**src/inc/fpe_pkg.sv**
```systemverilog
// Purpose: Shared constants and types of the flash program/erase control.
// Assumes: 200 MHz clock, APB register access, one aligned word each.
// Notes: Operation list below.
// Operation
// - Setting the emergency-exit bit stops a running write or erase at once.
// - Reads during the recovery wait after an abort are flagged unreliable.
// - Interrupts are never masked by the controller while flash is busy.
// - Bank erase by dummy write also erases info memory after info read.
// - No fetch or execution from flash is served during a bank erase.
// - Flash reads are unreliable when core level field is 00 or 01.
// - Core control resets to 0x02, both supervisor controls to 0x4602.
// - Read meeting settle expiry with low monitor enabled is flagged suspect.
// - CPU is held in wait states until the erase finishes, then released.
package fpe_pkg;
  localparam int ADDR_W = 8;
  localparam int CNT_W = 16;
  localparam logic [7:0] FCTL_OFS = 8'h00;
  localparam logic [7:0] STAT_OFS = 8'h04;
  localparam logic [7:0] CORE_OFS = 8'h08;
  localparam logic [7:0] SVH_OFS = 8'h0c;
  localparam logic [7:0] SVL_OFS = 8'h10;
  localparam logic [7:0] LMON_OFS = 8'h14;
  localparam int FCTL_WRT_BIT = 0;
  localparam int FCTL_ERS_LSB = 1;
  localparam int FCTL_EXIT_BIT = 5;
  localparam int STAT_BUSY_BIT = 0;
  localparam int STAT_RECOV_BIT = 1;
  localparam int STAT_INFO_BIT = 2;
  localparam int STAT_LVL_BIT = 3;
  localparam int STAT_SUSP_BIT = 4;
  localparam int LMON_EN_BIT = 0;
  localparam int LMON_FP_BIT = 1;
  localparam logic [7:0] FCTL_RST = 8'h00;
  localparam logic [15:0] CORE_RST = 16'h0002;
  localparam logic [15:0] SVS_RST = 16'h4602;
  localparam logic [7:0] LMON_RST = 8'h00;
  localparam logic [1:0] CORE_LVL_MIN = 2'h2;
  localparam int CLK_MHZ = 200;
  localparam int BANK_RECOV_US = 100;
  localparam int SEG_RECOV_US = 6;
  localparam int BANK_RECOV_CYC = BANK_RECOV_US * CLK_MHZ;
  localparam int SEG_RECOV_CYC = SEG_RECOV_US * CLK_MHZ;
  typedef enum logic [1:0] {
    ERS_NONE = 2'b00,
    ERS_SEG = 2'b01,
    ERS_BANK = 2'b10,
    ERS_MASS = 2'b11
  } fpe_erase_t;
  typedef enum logic [1:0] {
    ST_IDLE = 2'b00,
    ST_WRITE = 2'b01,
    ST_ERASE = 2'b10,
    ST_RECOV = 2'b11
  } fpe_state_t;
endpackage

```
**src/inc/fpe_tmr_if.sv**
```systemverilog
// Purpose: Link between the controller and its recovery timer.
// Assumes: Single clock domain.
// Notes: Running already shows in the cycle of the start strobe.
interface fpe_tmr_if;
  import fpe_pkg::*;
  logic start;
  logic [CNT_W-1:0] load;
  logic running;
  modport ctl (output start, output load, input running);
  modport tmr (input start, input load, output running);
endinterface

```
**src/design/fpe_recovery_timer.sv**
```systemverilog
// Purpose: Counts the recovery wait after an emergency exit.
// Assumes: Load is at least one cycle.
// Notes: A new start reloads the count.
module fpe_recovery_timer
  import fpe_pkg::*;
(
  // System
  input wire logic clock,
  input wire logic sys_rst,
  // Controller side
  fpe_tmr_if.tmr tmr
);
  logic [CNT_W-1:0] cnt_q;
  logic [CNT_W-1:0] cnt_d;

  always_comb begin
    cnt_d = cnt_q;
    if (tmr.start) begin
      cnt_d = tmr.load;
    end else if (cnt_q != '0) begin
      cnt_d = cnt_q - 1'b1;
    end
  end

  always_ff @(posedge clock) begin
    if (sys_rst) begin
      cnt_q <= '0;
    end else begin
      cnt_q <= cnt_d;
    end
  end

  // Combinational so the controller never sees a gap after the strobe
  assign tmr.running = tmr.start || (cnt_q != '0);
endmodule // fpe_recovery_timer

```
**src/design/fpe_flash_ctrl.sv**
```systemverilog
// Purpose: Flash program/erase sequencer with APB registers.
// Assumes: CPU flash port and array on this clock; CPU holds cpuReq.
// Notes: Registers answer in the second access cycle.
//
// Register access over APB and the placing of the registers were left to the implementer.
module fpe_flash_ctrl
  import fpe_pkg::*;
#(
  parameter int BANK_WAIT_CYC = fpe_pkg::BANK_RECOV_CYC
) (
  // System
  input wire logic clock,
  input wire logic sys_rst,
  // APB slave
  input wire logic [fpe_pkg::ADDR_W-1:0] paddr,
  input wire logic psel,
  input wire logic penable,
  input wire logic pwrite,
  input wire logic [31:0] pwdata,
  output logic [31:0] prdata,
  output logic pready,
  output logic pslverr,
  // CPU flash access
  input wire logic cpuReq,
  input wire logic cpuWrite,
  input wire logic cpuFetch,
  input wire logic cpuInfo,
  output logic cpuReady,
  output logic cpuReadOk,
  // Flash array
  input wire logic arrDone,
  output logic arrProgram,
  output logic arrErase,
  output logic [1:0] arrEraseMode,
  output logic arrEraseInfo,
  output logic arrStop,
  // Power and interrupts
  input wire logic coreSettleExpire,
  input wire logic intReqIn,
  output logic intReqOut,
  output logic flashBusy
);
  import fpe_pkg::*;

  fpe_tmr_if tmrLink ();
  fpe_recovery_timer uTimer (
    .clock(clock),
    .sys_rst(sys_rst),
    .tmr(tmrLink.tmr)
  );

  fpe_state_t state_q, state_d;
  logic [7:0] fctl_q, fctl_d, lmon_q, lmon_d;
  logic [15:0] core_q, core_d, svh_q, svh_d, svl_q, svl_d;
  logic infoSeen_q, infoSeen_d, susp_q, susp_d;
  logic [31:0] prdata_q, prdata_d;
  logic pready_q, pready_d, pslverr_q, pslverr_d;
  logic cpuReady_q, cpuReady_d, cpuReadOk_q, cpuReadOk_d;
  logic arrProgram_q, arrProgram_d, arrErase_q, arrErase_d;
  logic [1:0] arrMode_q, arrMode_d;
  logic arrInfo_q, arrInfo_d, arrStop_q, arrStop_d;
  logic intReq_q, busy_q, busy_d;
  logic apbWr, exitHit, accept, levelOk, readStart, mapped;
  logic [31:0] rdVal;
  fpe_erase_t ersMode;

  always_comb begin
    ersMode = fpe_erase_t'(fctl_q[FCTL_ERS_LSB +: 2]);
    levelOk = core_q[1:0] >= CORE_LVL_MIN;
    apbWr = psel && penable && pready_q && pwrite && !pslverr_q;
    exitHit = apbWr && paddr == FCTL_OFS && pwdata[FCTL_EXIT_BIT];
    accept = cpuReq && cpuReady_q;
    readStart = 1'b0;
    mapped = 1'b1;
    rdVal = 32'h0000_0000;
    unique case (paddr)
      FCTL_OFS: rdVal = {24'h000000, fctl_q};
      STAT_OFS: rdVal = {27'h0000000, susp_q, !levelOk, infoSeen_q,
        state_q == ST_RECOV, busy_q};
      CORE_OFS: rdVal = {16'h0000, core_q};
      SVH_OFS: rdVal = {16'h0000, svh_q};
      SVL_OFS: rdVal = {16'h0000, svl_q};
      LMON_OFS: rdVal = {24'h000000, lmon_q};
      default: mapped = 1'b0;
    endcase
    pready_d = psel && penable && !pready_q;
    pslverr_d = pready_d && !mapped;
    prdata_d = (pready_d && !pwrite) ? rdVal : prdata_q;
    fctl_d = fctl_q;
    core_d = core_q;
    svh_d = svh_q;
    svl_d = svl_q;
    lmon_d = lmon_q;
    susp_d = susp_q;
    if (apbWr) begin
      unique case (paddr)
        FCTL_OFS: fctl_d = pwdata[7:0];
        CORE_OFS: core_d = pwdata[15:0];
        SVH_OFS: svh_d = pwdata[15:0];
        SVL_OFS: svl_d = pwdata[15:0];
        LMON_OFS: lmon_d = pwdata[7:0];
        STAT_OFS: if (pwdata[STAT_SUSP_BIT]) susp_d = 1'b0;
        default: ;
      endcase
    end
    state_d = state_q;
    infoSeen_d = infoSeen_q;
    arrProgram_d = 1'b0;
    arrErase_d = 1'b0;
    arrStop_d = 1'b0;
    arrMode_d = arrMode_q;
    arrInfo_d = arrInfo_q;
    tmrLink.start = 1'b0;
    tmrLink.load = CNT_W'(SEG_RECOV_CYC);
    // Wait states whole erase or write, fetches included
    cpuReady_d = cpuReq && !cpuReady_q && state_q != ST_ERASE
      && state_q != ST_WRITE && !accept;
    cpuReadOk_d = cpuReadOk_q;
    if (cpuReady_d && !cpuWrite) begin
      readStart = 1'b1;
      cpuReadOk_d = levelOk && state_q != ST_RECOV
        && !(lmon_q[LMON_EN_BIT] && coreSettleExpire);
    end
    // Set wins over a software clear in the same cycle
    if (readStart && lmon_q[LMON_EN_BIT] && coreSettleExpire) begin
      susp_d = 1'b1;
    end
    unique case (state_q)
      ST_IDLE, ST_RECOV: begin
        if (state_q == ST_RECOV && !tmrLink.running) begin
          state_d = ST_IDLE;
        end
        if (accept && !cpuWrite) begin
          infoSeen_d = cpuInfo;
        end else if (accept && ersMode != ERS_NONE) begin
          state_d = ST_ERASE;
          arrErase_d = 1'b1;
          arrMode_d = ersMode;
          arrInfo_d = ersMode == ERS_BANK && infoSeen_q;
        end else if (accept && fctl_q[FCTL_WRT_BIT]) begin
          state_d = ST_WRITE;
          arrProgram_d = 1'b1;
        end
      end
      ST_WRITE, ST_ERASE: begin
        if (exitHit) begin
          state_d = ST_RECOV;
          arrStop_d = 1'b1;
          tmrLink.start = 1'b1;
          if (state_q == ST_ERASE && arrMode_q != ERS_SEG) begin
            tmrLink.load = CNT_W'(BANK_WAIT_CYC);
          end
        end else if (arrDone) begin
          state_d = ST_IDLE;
        end
      end
    endcase
    busy_d = state_d == ST_WRITE || state_d == ST_ERASE;
  end

  always_ff @(posedge clock) begin
    if (sys_rst) begin
      state_q <= ST_IDLE;
      fctl_q <= FCTL_RST;
      core_q <= CORE_RST;
      svh_q <= SVS_RST;
      svl_q <= SVS_RST;
      lmon_q <= LMON_RST;
      infoSeen_q <= 1'b0;
      susp_q <= 1'b0;
      prdata_q <= 32'h0000_0000;
      pready_q <= 1'b0;
      pslverr_q <= 1'b0;
      cpuReady_q <= 1'b0;
      cpuReadOk_q <= 1'b0;
      arrProgram_q <= 1'b0;
      arrErase_q <= 1'b0;
      arrMode_q <= ERS_NONE;
      arrInfo_q <= 1'b0;
      arrStop_q <= 1'b0;
      intReq_q <= 1'b0;
      busy_q <= 1'b0;
    end else begin
      state_q <= state_d;
      fctl_q <= fctl_d;
      core_q <= core_d;
      svh_q <= svh_d;
      svl_q <= svl_d;
      lmon_q <= lmon_d;
      infoSeen_q <= infoSeen_d;
      susp_q <= susp_d;
      prdata_q <= prdata_d;
      pready_q <= pready_d;
      pslverr_q <= pslverr_d;
      cpuReady_q <= cpuReady_d;
      cpuReadOk_q <= cpuReadOk_d;
      arrProgram_q <= arrProgram_d;
      arrErase_q <= arrErase_d;
      arrMode_q <= arrMode_d;
      arrInfo_q <= arrInfo_d;
      arrStop_q <= arrStop_d;
      // Passed on whatever the flash is doing; masking is software's job
      intReq_q <= intReqIn;
      busy_q <= busy_d;
    end
  end

  assign prdata = prdata_q;
  assign pready = pready_q;
  assign pslverr = pslverr_q;
  assign cpuReady = cpuReady_q;
  assign cpuReadOk = cpuReadOk_q;
  assign arrProgram = arrProgram_q;
  assign arrErase = arrErase_q;
  assign arrEraseMode = arrMode_q;
  assign arrEraseInfo = arrInfo_q;
  assign arrStop = arrStop_q;
  assign intReqOut = intReq_q;
  assign flashBusy = busy_q;
endmodule // fpe_flash_ctrl

```
**config.mk**
```make
export PLATFORM = sky130hd
export DESIGN_NAME = fpe_flash_ctrl
export DESIGN_NICKNAME = d
export VERILOG_FILES = /design/src/inc/fpe_pkg.sv /design/src/inc/fpe_tmr_if.sv /design/src/design/fpe_recovery_timer.sv /design/src/design/fpe_flash_ctrl.sv
export SDC_FILE = /design/constraint.sdc
export NUM_CORES = 1
export LEC_CHECK = 0
export BUFFER_PORTS_ARGS = -buffer_cell sky130_fd_sc_hd__buf_4
export CAP_MARGIN = 20
export CORE_MARGIN = 5
export CORE_UTILIZATION = 55
export CTS_CLUSTER_SIZE = 8
export DETAILED_ROUTE_END_ITERATION = 8
export PLACE_DENSITY = 0.79
export SETUP_SLACK_MARGIN = 0.5
export SYNTH_ARGS = -nofsm -noshare
export SYNTH_HDL_FRONTEND = slang
export SYNTH_SLANG_ARGS = --single-unit
```
**constraint.sdc**
```tcl
create_clock -name clock -period 2.36 [get_ports clock]
set_clock_uncertainty 0.1 [all_clocks]
set_input_delay 0.236 -clock clock [delete_from_list [all_inputs] [get_ports clock]]
set_output_delay 0.236 -clock clock [all_outputs]
set_load 0.1 [all_outputs]
```
==> metrics, run 1 <==
Post-layout nets=717; hold crit path type=input pin to flop; Critical Path RT=2.53 ns; Reg clk slew, reported paths=0.12 ns; Post-synth EDFFs=0; dpl hpwl=8390 um; # fillers=610; most frequent cells in the layout=104 x dfxtp_1, 96 x buf_4, 88 x nand2_1, 53 x nor2_1, 37 x mux2i_1; Synth Area per Inst=8.80 um^2; Critical Path Fanout Max=4; clock sinks=112; Hold Crit Start=pwdata[11]; Worst-Skew Late Latency=0.38 ns; Worst-Margin Slew=0.975 ns; Internal=0.00354 W; Slew Limit Fails=0; DRT Wirelength=13900 um; DR vias/cell=5.87; Final Setup Violations=0; grt total ovfl=0; TNS Setup=0 ns; Final Power=0.00556 W; GRT Util Overall=0.226; power share of the clock group=0.217; Initial Util=0.565; # port buffers=62; ant diodes=0; P&R area growth vs syn=30.8%; FFs w/ async S/R, synth=0; clock root buffer master=clkbuf_8; combinational fraction of design power=0.385; fin crit period=2.22 ns; Crit path largest cell delay=0.51 ns; drt first pass iters=4; routed via count=4539; pin count of the biggest net entering global routing=48; vias in the first global route=4345; commonest non-fill, non-tap cell in the layout=dfxtp_1; CP Launch Type=flop; Synth cell types=57; Die Footprint=11000 um^2; Critical Path AT=2.39 ns; first-pass GRT wire length=20700 um; share of power burned in registers=0.398; relative slew slack=0.347; GP Congestion=0.835; status=completed; Synth warnings=0; Critical R2R Launch=uTimer.cnt_q[6]$_SDFFE_PP0P_; Fin. Hold Viols=0; Die W=105 um; fmax=0.450 GHz; Avg WL per Cell=17.9 um; CTS tree=done; starting DRC count in detailed routing=318; RSZ-0062 raised after global routing=true; Worst path slowest cell=or4_4; prevailing post-synth register cell=dfxtp_1; leakage=2.60 nW; Syn Inst Count=563; FP Rows=34; maxcap violations=0; WS Path Type=flop to flop; # H-tree levels=3; CTS max path bufs=2; Sw Ratio=0.363; # IOs=96; synthesized flop and latch total=112; Psw=0.00201 W; initial antenna violation count=0; crit path from=uTimer.cnt_q[6]$_SDFFE_PP0P_; core area=8760 um^2; Final period util=0.941; Num CTS Buffers=9; hold_ws=0.00932 ns; die extent in y=105 um; CP top delay family=simple AND/OR/NAND/NOR gates; WP buf/inv=2; crit-path cells=or4_4, or3_4, o311ai_4, buf_6, buf_4, nor4_2, xnor2_1, nor2_1; Post-route DRC=0; share of cells above drive strength 1=0.325; mapped cell area=4950 um^2; DRT antenna net count=0; peak supply drop=0.493 mV; Seq/Total Area, Yosys=0.453; Worst setup EP type=flop; Cell Pwr Density=857 nW/um^2
-- logic make-up (layout without fill, tap and decap cells) --
family                   after synthesis  after routing  share of synthesized area
flip-flops                           112            112                      0.453
other                                  1             16                   0.000757
AND/OR/NAND/NOR                      226            226                      0.218
adder cells (fa/ha/maj)                5              5                     0.0126
multiplexers                          42             42                     0.0975
buffers and inverters                 61            148                     0.0614
AO/OA/AOI/OAI                        103            103                      0.134
XOR/XNOR                              13             13                     0.0230
-- final timing paths --
kind / endpoint / slack, ns / cells after the start
min: svh_q[11]$_SDFFE_PP0P_ / 0.009 / 3
min reg2reg: svl_q[2]$_SDFFE_PP0P_ / 0.36 / 2
max: uTimer.cnt_q[8]$_SDFFE_PP0P_ / 0.14 / 8
max reg2reg: uTimer.cnt_q[8]$_SDFFE_PP0P_ / 0.14 / 8
-- worst register-to-register path: stages, from the launching register on --
cell and delay, ns:
dfxtp_4 0.36, or4_4 0.51, or3_4 0.38, o311ai_4 0.26, buf_6 0.17, buf_4 0.11, nor4_2 0.03, xnor2_1 0.14
nor2_1 0.05
-- area by class of cell --
class	count	area, um^2	area share
Clock buffer	9	124	0.0191
Clock inverter	7	83.8	0.0129
Inverter	13	48.8	0.00753
Multi-Input combinational cell	405	2830	0.437
Sequential cell	112	2260	0.349
Tap cell	108	135	0.0209
Timing Repair Buffer	119	997	0.154
-- sequential cells by signal, summed over array words and instances (netlist names), 2 cells and up --
signal        flops
state_q           2
lmon_q            8
svl_q            16
fctl_q            8
arrEraseMode      2
prdata           16
uTimer.cnt_q     16
svh_q            16
core_q           16
-- Yosys cell counts, drive strengths merged (4+ instances only) --
cell | instances | area share
nand3b | 7 | 0.011
mux2i | 37 | 0.075
a22o | 14 | 0.025
inv | 13 | 0.0098
a22oi | 6 | 0.0091
nand2 | 108 | 0.083
nor2 | 59 | 0.045
nor3 | 11 | 0.014
clkbuf | 21 | 0.016
a21oi | 45 | 0.045
a211o | 5 | 0.0088
a211oi | 5 | 0.0076
mux4 | 5 | 0.023
nand3 | 7 | 0.0081
o21ai | 13 | 0.013
or3 | 4 | 0.0050
buf | 27 | 0.035
dfxtp | 112 | 0.45
ha | 5 | 0.013
a311oi | 6 | 0.011
xnor2 | 9 | 0.016
xor2 | 4 | 0.0071
-- what timing repair did --
item	in CTS	in global routing
hold endpoints to repair	8	0
setup buffers	19	11
gates cloned	0	1
pin swaps	15	44
resized for setup	12	75
hold buffers	7	0
setup endpoints to repair	46	66
-- per-stage QoR --
stage                     utilization  cells  cell area (um^2)  worst slack, ns
after floorplan                     -    578              5180            0.221
after global placement          0.641    719              5620            0.122
after detailed placement        0.641    719              5620           0.0610
after CTS                       0.695    761              6090            0.116
after global routing            0.739    773              6480           0.0769
final                           0.739    773              6480            0.138
-- routing by layer --
metal	wire, um	part of all wire	vias up	GRT usage
met5	0	0	-	0
met4	361	0.026	0	0.0840
met3	944	0.068	34	0.0419
met2	6850	0.49	198	0.390
met1	5710	0.41	2193	0.279
li1	-	-	2114	-
-- power by group through the flow --
stage,logic (W),registers [W],clock network (W)
finish,0.00214,0.00221,0.00121
global placement,0.00151,0.00222,0
detailed placement,0.00156,0.00223,0
global route,0.00228,0.00223,0.00129
floorplan,0.00116,0.00234,0
CTS,0.00190,0.00219,0.00122
Power figures use the tool's default switching activity.
==> run 2: changes to the inputs <==
==> constraint.sdc (replaced) <==
create_clock -name clock -period 2.3 [get_ports clock]
set_clock_uncertainty 0.1 [all_clocks]
set_input_delay 0.23 -clock clock [delete_from_list [all_inputs] [get_ports clock]]
set_output_delay 0.23 -clock clock [all_outputs]
set_load 0.1 [all_outputs]
==> run 2 against run 1 <==
Register-to-register slack is essentially flat; critical path depth shrank 1; global-route usage is essentially flat; critical path type unchanged; sequential power grew 2%; sequential share of layout area grew 0.14 points; non-clock buffer count shrank 3; total power shrank 0.99%; core utilization shrank 0.33 points.
==> metrics, run 2 (synthesized netlist as in run 1, its figures left out) <==
P&R area growth vs syn=30.2%; # IOs=96; peak supply drop=0.476 mV; Post-layout nets=714; vias in the first global route=4378; Reg clk slew, reported paths=0.10 ns; Critical Path Fanout Max=4; Worst path slowest cell=or4_4; status=completed; Slew Limit Fails=0; die extent in y=105 um; fmax=0.462 GHz; GP Congestion=0.853; CP Launch Type=flop; hold depth=3; Worst setup EP type=flop; # port buffers=62; relative slew slack=0.471; DRT antenna net count=0; R2R depth=7; Final period util=0.940; routed via count=4423; CP top delay family=simple AND/OR/NAND/NOR gates; leakage=2.57 nW; hold crit path type=input pin to flop; crit-path cells=or4_4, or3_4, o311ai_4, buf_4, nor2_2, xnor2_1, nor2_1; multi-input logic area=2850 um^2; Avg WL per Cell=17.2 um; dpl ws=0.0697 ns; RSZ-0062 raised after global routing=true; Critical Path AT=2.34 ns; DRT Wirelength=13300 um; # H-tree levels=3; CTS tree=done; CP Depth=7; commonest non-fill, non-tap cell in the layout=dfxtp_1; Final Setup Violations=0; Die W=105 um; drt first pass iters=5; Worst-Skew Late Latency=0.38 ns; Non-Filler Instances=770; pin count of the biggest net entering global routing=88; Die Footprint=11000 um^2; FP Rows=34; clock root buffer master=clkbuf_8; Num CTS Buffers=9; Post-route DRC=0; Fin. Hold Viols=0; fin crit period=2.16 ns; # fillers=604; placed cells=722; Initial Util=0.565; ant diodes=0; WP buf/inv=1; Crit path largest cell delay=0.52 ns; grt total ovfl=0; share of cells above drive strength 1=0.325; Cell Pwr Density=853 nW/um^2; TNS Setup=0 ns; GRT Util Overall=0.225; dpl hpwl=8640 um; initial antenna violation count=0; Worst-Margin Slew=0.790 ns; Critical Path RT=2.47 ns; Seq. cell area=2260 um^2; WS Path Type=flop to flop; CTS max path bufs=2; Final Core Density=0.736; first-pass GRT wire length=20600 um; starting DRC count in detailed routing=249; clock sinks=112; maxcap violations=0; setup ws final=0.137 ns; DR vias/cell=5.74; FF-to-FF setup slack=0.14 ns; core area=8760 um^2; most frequent cells in the layout=103 x dfxtp_1, 94 x buf_4, 90 x nand2_1, 53 x nor2_1, 35 x mux2i_1
==> run 2: cell types whose count changed in the layout (fill, tap and decap cells not counted), moves of 3 or more <==
cell,change
nand2_2,-5
a211oi_1,-3
a211oi_2,+3
nand2_4,+3
nand3_1,-3
nand3_2,+3
==> run 2: final cells by class <==
| cell class | count | share of cell area |
|---|---|---|
| Clock inverter | 5 | 0.00601 |
| Clock buffer | 11 | 0.0219 |
| Tap cell | 108 | 0.0210 |
| Sequential cell | 112 | 0.350 |
| Timing Repair Buffer | 116 | 0.151 |
| Multi-Input combinational cell | 405 | 0.442 |
| Inverter | 13 | 0.00757 |
==> run 2: worst paths after layout <==
check,start,end
max,uTimer.cnt_q[8]$_SDFFE_PP0P_,uTimer.cnt_q[6]$_SDFFE_PP0P_
min,pwdata[8],svh_q[8]$_SDFFE_PP0P_
max reg2reg,uTimer.cnt_q[8]$_SDFFE_PP0P_,uTimer.cnt_q[6]$_SDFFE_PP0P_
min reg2reg,lmon_q[6]$_SDFFE_PP0P_,lmon_q[6]$_SDFFE_PP0P_
==> run 2: worst reg2reg max path, stage by stage, from the launching register on <==
cell      delay [ns]
dfxtp_2         0.34
or4_4           0.53
or3_4           0.39
o311ai_4        0.31
buf_4           0.19
nor2_2          0.04
xnor2_1         0.13
nor2_1          0.05
==> run 2: repair_timing <==
action                                  in CTS  in global routing
endpoints found under the setup margin      37                 62
hold buffers                                 6                  0
hold endpoints to repair                     7                  0
buffers inserted                            12                 14
resized for setup                           11                 76
pin swaps                                   12                 41
==> run 2: stage by stage <==
| step | hold WS [ns] | total power [W] | area (um^2) |
|---|---|---|---|
| finish | 0.0122 | 0.00550 | 6450 |
| global route | 0.00700 | 0.00575 | 6450 |
| CTS | 0.0000879 | 0.00521 | 6050 |
| detailed placement | 0.345 | 0.00394 | 5680 |
| global placement | 0.337 | 0.00387 | 5680 |
| floorplan | 0.255 | 0.00361 | 5200 |
==> run 2: where the power goes <==
part,total (W),internal [W],switching [W],leakage [nW]
sequential,0.00226,0.00209,0.000166,0.911
clock,0.00112,0.000436,0.000686,0.0922
combinational,0.00212,0.000953,0.00117,1.57
==> run 2: per-layer routing <==
layer,track usage,vias to the layer above,wire length (um)
li1,-,2113,-
met1,0.291,2143,5560
met2,0.384,144,6760
met3,0.0314,23,700
met4,0.0831,0,259
met5,0,-,0
